[config.mk]
export PLATFORM = sky130hd
export DESIGN_NAME = per_router
export DESIGN_NICKNAME = d
export VERILOG_FILES = /design/src/per_pkg.sv /design/src/per_shaper.sv /design/src/per_router.sv
export SDC_FILE = /design/constraint.sdc
export NUM_CORES = 1
export LEC_CHECK = 0
export ABC_CLOCK_PERIOD_IN_PS = 2900
export BUFFER_PORTS_ARGS = -buffer_cell sky130_fd_sc_hd__clkbuf_2
export CAP_MARGIN = 25
export CORE_MARGIN = 2
export CORE_UTILIZATION = 60
export CTS_CLUSTER_DIAMETER = 50
export DETAILED_ROUTE_END_ITERATION = 12
export PLACE_DENSITY = 0.82
export SLEW_MARGIN = 20
export SYNTH_ARGS = -nofsm -noshare
export SYNTH_HDL_FRONTEND = slang
export SYNTH_HIERARCHICAL = 1
export SYNTH_SLANG_ARGS = --single-unit
[constraint.sdc]
create_clock -name core_clk -period 2.9 [get_ports core_clk]
set_input_delay 0.145 -clock core_clk [delete_from_list [all_inputs] [get_ports core_clk]]
set_output_delay 0.145 -clock core_clk [all_outputs]
set_load 0.05 [all_outputs]
[src/per_pkg.sv]
package per_pkg;

   // ****************************************
   // Sizes
   // ****************************************
   localparam int GEN_COUNT = 34;
   localparam int SHP_COUNT = 24;
   localparam int CHAN_COUNT = 22;
   localparam int PIN_GEN_COUNT = 18;
   localparam int FILT_LEN = 3;
   localparam int ADDR_W = 10;

   // ****************************************
   // Register offsets
   // ****************************************
   localparam logic [9:0] BUSY_OFS = 10'h000;
   localparam logic [9:0] SWEVT_OFS = 10'h010;
   localparam logic [9:0] CHANNEL_SOURCE_SELECT_BASE = 10'h100;
   localparam logic [9:0] EVS_BASE = 10'h200;
   localparam logic [9:0] VERSION_OFS = 10'h3F8;
   localparam logic [9:0] PARAM_OFS = 10'h3FC;

   // ****************************************
   // Field layouts
   // ****************************************
   localparam int EVENT_SELECT_FIELD_LSB = 0;
   localparam int EVENT_SELECT_FIELD_W = 6;
   localparam int SMX_BIT = 8;
   localparam int SEL_SMX = 6;
   localparam int SEL_W = 7;
   localparam int EVR_BIT = 0;
   localparam int EVF_BIT = 1;
   localparam int IGF_BIT = 2;
   localparam int SHP_W = 3;
   localparam int BUSY_W = 16;
   localparam int BUSY_FIXED_LSB = 16;

   // ****************************************
   // Reset and fixed values
   // ****************************************
   localparam logic [15:0] BUSY_RST = 16'hFFFF;
   localparam logic [5:0] BUSY_FIXED = 6'h3F;
   localparam logic [6:0] CHANNEL_SOURCE_SELECT_RST = 7'h00;
   localparam logic [2:0] EVS_RST = 3'h0;
   localparam logic [31:0] VERSION_VAL = 32'h00000100;

endpackage

[src/per_shaper.sv]
`timescale 1ns/100ps
`default_nettype none

module per_shaper
#(
   parameter int FILT_LEN = per_pkg::FILT_LEN
)
(
   // Clock and reset
   input wire logic core_clk,
   input wire logic rstn,
   // Level and settings
   input wire logic din,
   input wire logic rise_en,
   input wire logic fall_en,
   input wire logic filt_en,
   // Shaped event
   output logic evt
);

   localparam int CNT_W = $clog2(FILT_LEN);

   typedef struct packed
   {
      logic flt;
      logic prev;
      logic [CNT_W-1:0] cnt;
   } per_shp_s;

   per_shp_s st;
   per_shp_s nx;

   generate
      if (FILT_LEN < 2 || FILT_LEN > 256)
      begin : g_bad
         $error("per_shaper: FILT_LEN out of range");
      end
   endgenerate

   // ****************************************
   // Filter and edge detect
   // ****************************************
   always_comb
   begin
      nx = st;
      nx.prev = st.flt;
      if (!filt_en)
      begin
         nx.flt = din;
         nx.cnt = '0;
      end
      else if (din == st.flt)
      begin
         nx.cnt = '0;
      end
      else if (st.cnt == CNT_W'(FILT_LEN - 1))
      begin
         nx.flt = din;
         nx.cnt = '0;
      end
      else
      begin
         nx.cnt = st.cnt + CNT_W'(1);
      end
   end

   always_ff @(posedge core_clk or negedge rstn)
   begin
      if (!rstn)
         st <= '0;
      else
         st <= nx;
   end

   assign evt = (rise_en && st.flt && !st.prev) || (fall_en && !st.flt && st.prev);
endmodule

`default_nettype wire

[src/per_router.sv]
// Behaviour
// - Each channel's select register picks the generator named by its event select field.
// - With the software select bit at 1 the channel takes the software event only.
// - With the software select bit at 0 the chosen generator drives the channel.
// - A shaper reports a rising edge only while its rise enable bit is 1.
// - A shaper reports a falling edge only while its fall enable bit is 1.
// - A shaper filters glitches on its input while its filter bit is 1, else bypasses.
// - There are 34 generators, 24 shapers and 22 channels.
// - The busy status register resets to 0x003FFFFF: bits 15:0 to 0xFFFF and its bits 21:16 read 0x3F.
// - The selected event is passed on to the channel's fixed user action.
// - Events 15 to 0 are the sixteen pin change events, each shaped.
// - Events 16 and 17 are two generic clocks, each shaped.
// - Events 18 to 23 are six timer outputs, each shaped.
// - Events 24 to 33 come from comparators, clock, PWM and decoders, unshaped.
// - Channels 0 to 21 drive fixed actions in converters, DMA, PWM, decoders, timers.
// - All registers and logic run on the high-speed bus clock.
//
// Our own choice: the strobed register port.

`timescale 1ns/100ps
`default_nettype none

module per_router
#(
   parameter int GEN_COUNT = per_pkg::GEN_COUNT,
   parameter int SHP_COUNT = per_pkg::SHP_COUNT,
   parameter int CHAN_COUNT = per_pkg::CHAN_COUNT,
   parameter int FILT_LEN = per_pkg::FILT_LEN
)
(
   // Clock and reset
   input wire logic core_clk,
   input wire logic rstn,
   // Register port
   input wire logic [per_pkg::ADDR_W-1:0] addr,
   input wire logic [31:0] wdata,
   input wire logic wr_en,
   input wire logic rd_en,
   output logic [31:0] rdata,
   // Event generators
   input wire logic [GEN_COUNT-1:0] gen_in,
   // Channel triggers
   output logic [CHAN_COUNT-1:0] trig_out
);

   localparam int PIN_N = per_pkg::PIN_GEN_COUNT;
   localparam int EW = per_pkg::EVENT_SELECT_FIELD_W;
   localparam logic [5:0] GEN_LIM = 6'(GEN_COUNT);
   localparam logic [5:0] CHAN_LIM = 6'(CHAN_COUNT);
   localparam logic [5:0] SHP_LIM = 6'(SHP_COUNT);
   localparam logic [5:0] BUSY_LIM = 6'(per_pkg::BUSY_W);

   // ****************************************
   // Parameter check
   // ****************************************
   generate
      // Six bit select field: value 63 must stay free to mean no generator
      if (GEN_COUNT > 63)
      begin : g_bad_gen
         $error("per_router: generator count above 63");
      end
      // Every synchronised pin input needs a shaper
      if (SHP_COUNT > GEN_COUNT || SHP_COUNT < PIN_N)
      begin : g_bad_shp
         $error("per_router: shaper count out of range");
      end
      if (CHAN_COUNT > 32 || CHAN_COUNT < 1)
      begin : g_bad_chan
         $error("per_router: channel count out of range");
      end
   endgenerate

   // ****************************************
   // State
   // ****************************************
   typedef struct packed
   {
      logic [PIN_N-1:0] sync1;
      logic [PIN_N-1:0] sync2;
      logic [CHAN_COUNT-1:0][per_pkg::SEL_W-1:0] sel;
      logic [SHP_COUNT-1:0][per_pkg::SHP_W-1:0] shp;
      logic [per_pkg::BUSY_W-1:0] busy;
      logic [CHAN_COUNT-1:0] trig;
      logic [31:0] rdata;
   } per_state_s;

   per_state_s st;
   per_state_s nx;

   logic [GEN_COUNT-1:0] ev_all;
   logic [SHP_COUNT-1:0] shp_din;
   logic [CHAN_COUNT-1:0] sw_hit;
   logic [5:0] idx;
   logic channel_source_select_hit;
   logic evs_hit;
   logic [31:0] busy_word;
   logic [31:0] param_word;

   // ****************************************
   // Address decode
   // ****************************************
   assign idx = addr[7:2];

   assign channel_source_select_hit = addr[9:8] == per_pkg::CHANNEL_SOURCE_SELECT_BASE[9:8] && addr[1:0] == 2'h0
                     && idx < CHAN_LIM;

   assign evs_hit = addr[9:8] == per_pkg::EVS_BASE[9:8] && addr[1:0] == 2'h0
                    && idx < SHP_LIM;

   assign sw_hit = (wr_en && addr == per_pkg::SWEVT_OFS) ? wdata[CHAN_COUNT-1:0] : '0;

   // Upper busy field is hard wired
   assign busy_word = {{(32 - per_pkg::BUSY_FIXED_LSB - 6){1'b0}}, per_pkg::BUSY_FIXED,
                       st.busy};

   assign param_word = {8'h00, 8'(CHAN_COUNT), 8'(SHP_COUNT), 8'(GEN_COUNT)};

   // ****************************************
   // Generators and shapers
   // ****************************************
   generate
      for (genvar g = 0; g < GEN_COUNT; g++)
      begin : g_gen
         if (g < SHP_COUNT)
         begin : g_shaped
            if (g < PIN_N)
            begin : g_pin
               // Pins and generic clocks are asynchronous
               assign shp_din[g] = st.sync2[g];
            end
            else
            begin : g_local
               assign shp_din[g] = gen_in[g];
            end

            per_shaper
            #(
               .FILT_LEN(FILT_LEN)
            )
            u_shaper
            (
               .core_clk(core_clk),
               .rstn(rstn),
               .din(shp_din[g]),
               .rise_en(st.shp[g][per_pkg::EVR_BIT]),
               .fall_en(st.shp[g][per_pkg::EVF_BIT]),
               .filt_en(st.shp[g][per_pkg::IGF_BIT]),
               .evt(ev_all[g])
            );
         end
         else
         begin : g_direct
            assign ev_all[g] = gen_in[g];
         end
      end
   endgenerate

   // ****************************************
   // Next state
   // ****************************************
   always_comb
   begin
      nx = st;
      nx.sync1 = gen_in[PIN_N-1:0];
      nx.sync2 = st.sync1;
      nx.rdata = '0;

      // Register writes
      if (wr_en && channel_source_select_hit)
      begin
         nx.sel[idx] = {wdata[per_pkg::SMX_BIT], wdata[per_pkg::EVENT_SELECT_FIELD_LSB +: EW]};
         if (idx < BUSY_LIM)
         begin
            nx.busy[idx[3:0]] = 1'b0;
         end
      end
      if (wr_en && evs_hit)
      begin
         nx.shp[idx] = wdata[per_pkg::SHP_W-1:0];
      end

      // Channel routing
      for (int c = 0; c < CHAN_COUNT; c++)
      begin
         if (st.sel[c][per_pkg::SEL_SMX])
         begin
            nx.trig[c] = sw_hit[c];
         end
         else if (st.sel[c][EW-1:0] < GEN_LIM)
         begin
            nx.trig[c] = ev_all[st.sel[c][EW-1:0]];
         end
         else
         begin
            nx.trig[c] = 1'b0;
         end
      end

      // Register reads
      if (rd_en)
      begin
         if (addr == per_pkg::BUSY_OFS)
         begin
            nx.rdata = busy_word;
         end
         else if (channel_source_select_hit)
         begin
            nx.rdata[per_pkg::SMX_BIT] = st.sel[idx][per_pkg::SEL_SMX];
            nx.rdata[per_pkg::EVENT_SELECT_FIELD_LSB +: EW] = st.sel[idx][EW-1:0];
         end
         else if (evs_hit)
         begin
            nx.rdata[per_pkg::SHP_W-1:0] = st.shp[idx];
         end
         else if (addr == per_pkg::VERSION_OFS)
         begin
            nx.rdata = per_pkg::VERSION_VAL;
         end
         else if (addr == per_pkg::PARAM_OFS)
         begin
            nx.rdata = param_word;
         end
      end
   end

   // ****************************************
   // Registers
   // ****************************************
   always_ff @(posedge core_clk or negedge rstn)
   begin
      if (!rstn)
      begin
         st <= '0;
         st.busy <= per_pkg::BUSY_RST;
      end
      else
      begin
         st <= nx;
      end
   end

   assign rdata = st.rdata;
   assign trig_out = st.trig;

   generate
      for (genvar c = 0; c < CHAN_COUNT; c++)
      begin : g_chk

      end
   endgenerate

   generate
      for (genvar s = 0; s < SHP_COUNT; s++)
      begin : g_shp_chk

      end
   endgenerate

   generate
      for (genvar p = 0; p < PIN_N; p++)
      begin : g_pin_chk

      end
   endgenerate
endmodule

`default_nettype wire

==> results.txt <==
----------------------------------------------------
[Global routing]
  Maximum number of pins on one net before global-route repair ... 93
  Overall overflow remaining after global route ... 0
  Initial antenna violation count ... 4
  Wire length of the first global-routing pass ... 112,000 microns
  Global-route total usage across every layer ... 34.1%
  Via count of the first global-routing pass ... 18,500

[Layout]
  Share of final-layout standard cells stronger than drive strength 1 ... 40.0%
  Layout Area Growth over Synthesis ... 11.4%
  Final nets ... 2,007
  Post-Layout Inst Area ... 0.0277 sq mm
  Number of diodes ... 0

[Critical path]
  Data required time at the worst endpoint ... 3.34 ns
  CP max stage cell ... sky130_fd_sc_hd__dfrtp_1
  Type of the setup path with the least slack ... reg2reg
  Buf/Inv on CP ... 1
  Reg-to-Reg End ... trig_out[3]
  Endpoint type of the worst setup path ... register
  Worst reg2reg startpoint ... g_gen[7].g_shaped.u_shaper/nx[2]
  Cell chain of the critical path ... nand2_1 > o22ai_1 > buf_4 > mux4_2 > mux2i_1 > a211oi_1 > o21ai_0 > o21ai_0
  Startpoint Class ... register
  Worst stage delay on the critical path ... 0.42 ns
  Number of cell instances on the worst register-to-register path ... 8
  Critical Path Most Common Cell ... sky130_fd_sc_hd__o21ai_0
  Largest fanout of any net on the critical path ... 22
  Register-to-register setup slack ... 0.36 ns
  Gate family responsible for the most delay along the worst path ... compound AO/OA/AOI/OAI gates
  Arrival time worst endpoint ... 2.99 ns

[Clocking]
  Number of buffers created by CTS ... 46
  CTS tree ... built
  Clock latency of the later-clocked register in the worst-skew pair ... 0.62 ns
  Clk sinks ... 414
  H-tree depth ... 2
  Cell chosen for the clock root ... sky130_fd_sc_hd__clkbuf_16
  Post-CTS sizing ... 0
  Clock edge transition at the registers on the reported setup and hold paths ... 0.06 ns
  CTS max path bufs ... 3

[Synthesis]
  Most area-hungry cell type in the Yosys netlist ... sky130_fd_sc_hd__dfrtp_1
  Sequential element share of the synthesized area ... 41.8%
  Synth warnings ... 6
  Number of enable-type register cells in the synthesized netlist ... 0
  Combined area of all synthesized cells ... 0.0248 sq mm
  Top cells by area in the synthesized netlist ... sky130_fd_sc_hd__dfrtp_1 (40%), sky130_fd_sc_hd__mux4_2 (20%), sky130_fd_sc_hd__mux2_2 (11%), sky130_fd_sc_hd__mux2i_1 (5.4%), sky130_fd_sc_hd__clkbuf_1 (2.2%)
  Proportion of register bits with asynchronous set or reset after synthesis ... 100%
  Yosys top cell area share ... 40.1%
  Unique cell type count in the Yosys netlist ... 72
  Post-synthesis register bit count ... 414
  Number of instances in the synthesized netlist ... 1,893
  Most frequently used flop master after synthesis ... sky130_fd_sc_hd__dfrtp_1
  Post-synthesis average cell area ... 13.1 sq um

[Timing]
  Final hold slack ... 0.0974 ns
  Number of setup violations in the final report ... 0
  Worst slew pin tran ... 0.861 ns
  Max-slew headroom ... 42.6%
  Final slew viol count ... 0
  Peak Freq ... 393 MHz
  Smallest setup slack after layout ... 0.355 ns
  Final Critical Period ... 2.54 ns
  Unrepaired setup endpoints after global routing ... no
  Post-route clock skew ... 0.0277 ns
  Share of the clock period used by the worst path after layout ... 87.8%
  Total count of hold-check failures in the final report ... 0
  Summed negative setup slack over all endpoints ... 0 ns

[Power]
  Largest voltage drop on the vdd net ... 0.571 mV
  Sum of internal, switching and leakage power ... 13,400 uW
  Power density of the placed cells ... 483 mW/mm^2
  Static Leakage ... 0.0114 uW

[Hold path]
  Worst hold path cell count ... 2
  Type of the most critical hold path ... in2reg
  Hold Crit Start ... rd_en
  Hold Path End ... rdata[8]

[Placed design]
  Dpl cell area ... 0.0256 sq mm
  Dpl ws ... 0.432 ns
  Gpl congestion ... 0.990
  Detailed-placement wirelength estimate ... 45,900 microns
  Buffers added on ports ... 113

[Run status]
  Outcome ... complete, no violations

[Die]
  Number of placement rows ... 74
  Die H ... 207 microns
  Effective utilization at floorplan ... 60.8%
  Placeable Area ... 0.0408 sq mm
  Die area ... 0.0430 sq mm
  I/O pin count ... 134
  Width of the die ... 207 microns

[Detailed routing]
  Count of vias placed by the detailed router ... 18,200
  Number of remaining DRC errors ... 0
  Routed vias/inst ... 7.30
  Met1 layer wirelength in the final routing ... 25,300 microns
  Number of antenna-violating nets in the routed design ... 0
  Total wire length after detailed routing ... 72,700 microns
  Metal3 WL ... 9930 microns
  Uppermost signal routing layer after detailed routing ... met5
  Detailed-router iteration count before antenna repair ... 9
  Routed WL per cell ... 29.1 microns
  Count of routing violations after the opening detailed-route iteration ... 2,641
  Met2 wirelength from detailed routing ... 32,400 microns

[Run]
  Number of max-capacitance violations reported ... 0

----------------------------------------------------
layout make-up:
cell class	count	area, sq um
Timing Repair Buffer	222	1660
Clock inverter	23	360
Inverter	36	135
Fill cell	2754	13200
Sequential cell	414	10400
Clock buffer	61	1270
Multi-Input combinational cell	1207	13200
Tap cell	532	666
cell families after synthesis:
logic type | count (synthesis) | synth area share, %
muxes | 620 | 37.6
DFF | 414 | 41.8
and+or+nand+nor | 354 | 9.16
buffers and inverters | 281 | 5.27
AOI/OAI and AO/OA | 199 | 5.33
xor gates and xnor gates | 24 | 0.846
other | 1 | 0.0151
synthesized netlist by cell type (26+ instances only):
| library cell | count |
|---|---|
| sky130_fd_sc_hd__a31oi_1 | 26 |
| sky130_fd_sc_hd__buf_4 | 59 |
| sky130_fd_sc_hd__mux2_2 | 232 |
| sky130_fd_sc_hd__dfrtp_1 | 398 |
| sky130_fd_sc_hd__clkbuf_1 | 147 |
| sky130_fd_sc_hd__inv_1 | 35 |
| sky130_fd_sc_hd__o22ai_1 | 28 |
| sky130_fd_sc_hd__mux4_2 | 222 |
| sky130_fd_sc_hd__nor2_1 | 41 |
| sky130_fd_sc_hd__mux2i_1 | 134 |
| sky130_fd_sc_hd__nand2_1 | 99 |
| sky130_fd_sc_hd__o21ai_0 | 40 |
worst max-delay path by stage:
stage / startpoint / endpoint / slack [ns] / cells after the start
global route: g_gen[7].g_shaped.u_shaper/nx[2] / trig_out[3] / 0.17 / 8
detailed placement: addr[2] / st[236] / 0.43 / 8
CTS: g_gen[15].g_shaped.u_shaper/nx[2] / trig_out[12] / 0.43 / 8
global placement: addr[2] / rdata[5] / 0.47 / 7
finish: g_gen[7].g_shaped.u_shaper/nx[2] / trig_out[3] / 0.36 / 8
floorplan: st[226] / trig_out[12] / 0.86 / 6
where the power goes:
group | internal (uW) | total (uW) | switching, uW
registers | 5890 | 6040 | 143
clock network | 3750 | 6270 | 2520
logic | 401 | 1060 | 656
total | 10000 | 13400 | 3320
routing by layer:
layer | global-route usage (%) | up-vias
met3 | 11.4 | 355
li1 | - | 7246
met2 | 50.0 | 1491
met5 | 1.45 | -
met1 | 44.4 | 9105
met4 | 20.5 | 6
cells in the final DEF (no fill, tap or decap), types with 16 or more instances in the layout:
cell / instances
sky130_fd_sc_hd__a211oi_1: 21
sky130_fd_sc_hd__mux2_1: 25
sky130_fd_sc_hd__nand3_1: 16
sky130_fd_sc_hd__nand3b_1: 16
sky130_fd_sc_hd__mux2_2: 232
sky130_fd_sc_hd__buf_4: 58
sky130_fd_sc_hd__nand2_1: 99
sky130_fd_sc_hd__nor2b_1: 21
sky130_fd_sc_hd__xnor2_1: 24
sky130_fd_sc_hd__o21ai_0: 40
sky130_fd_sc_hd__dfstp_2: 16
sky130_fd_sc_hd__nor4b_2: 24
sky130_fd_sc_hd__nor2_1: 41
sky130_fd_sc_hd__inv_1: 35
sky130_fd_sc_hd__dfrtp_1: 398
sky130_fd_sc_hd__clkbuf_2: 110
sky130_fd_sc_hd__and4b_1: 24
sky130_fd_sc_hd__o21ai_1: 24
sky130_fd_sc_hd__mux4_2: 222
sky130_fd_sc_hd__a31oi_1: 26
sky130_fd_sc_hd__mux2i_1: 134
sky130_fd_sc_hd__nor4_1: 22
sky130_fd_sc_hd__o22ai_1: 28
sky130_fd_sc_hd__clkbuf_16: 47
sky130_fd_sc_hd__dlygate4sd3_1: 40
flip-flops by register name, indices dropped and copies added, names as in the netlist:
| signal | count |
|---|---|
| rdata | 18 |
| busy_word | 16 |
| g_gen.g_shaped.u_shaper/nx | 24 |
| g_gen.g_shaped.u_shaper/st | 72 |
| trig_out | 22 |
| shp_din | 18 |
| st | 226 |
| nx | 18 |
repair_timing:
item,in CTS,in global routing
hold endpoints to repair,108,0
setup buffers,0,0
hold buffers,40,0
endpoints found under the setup margin,0,0
through the flow:
| step | util [%] | cells |
|---|---|---|
| after floorplan | - | 1902 |
| after global placement | 62.8 | 2371 |
| after detailed placement | 62.8 | 2371 |
| after CTS | 67.8 | 2495 |
| after global routing | 67.8 | 2495 |
| final | 67.8 | 2495 |
Note: power is estimated with default switching activity, not from simulation.
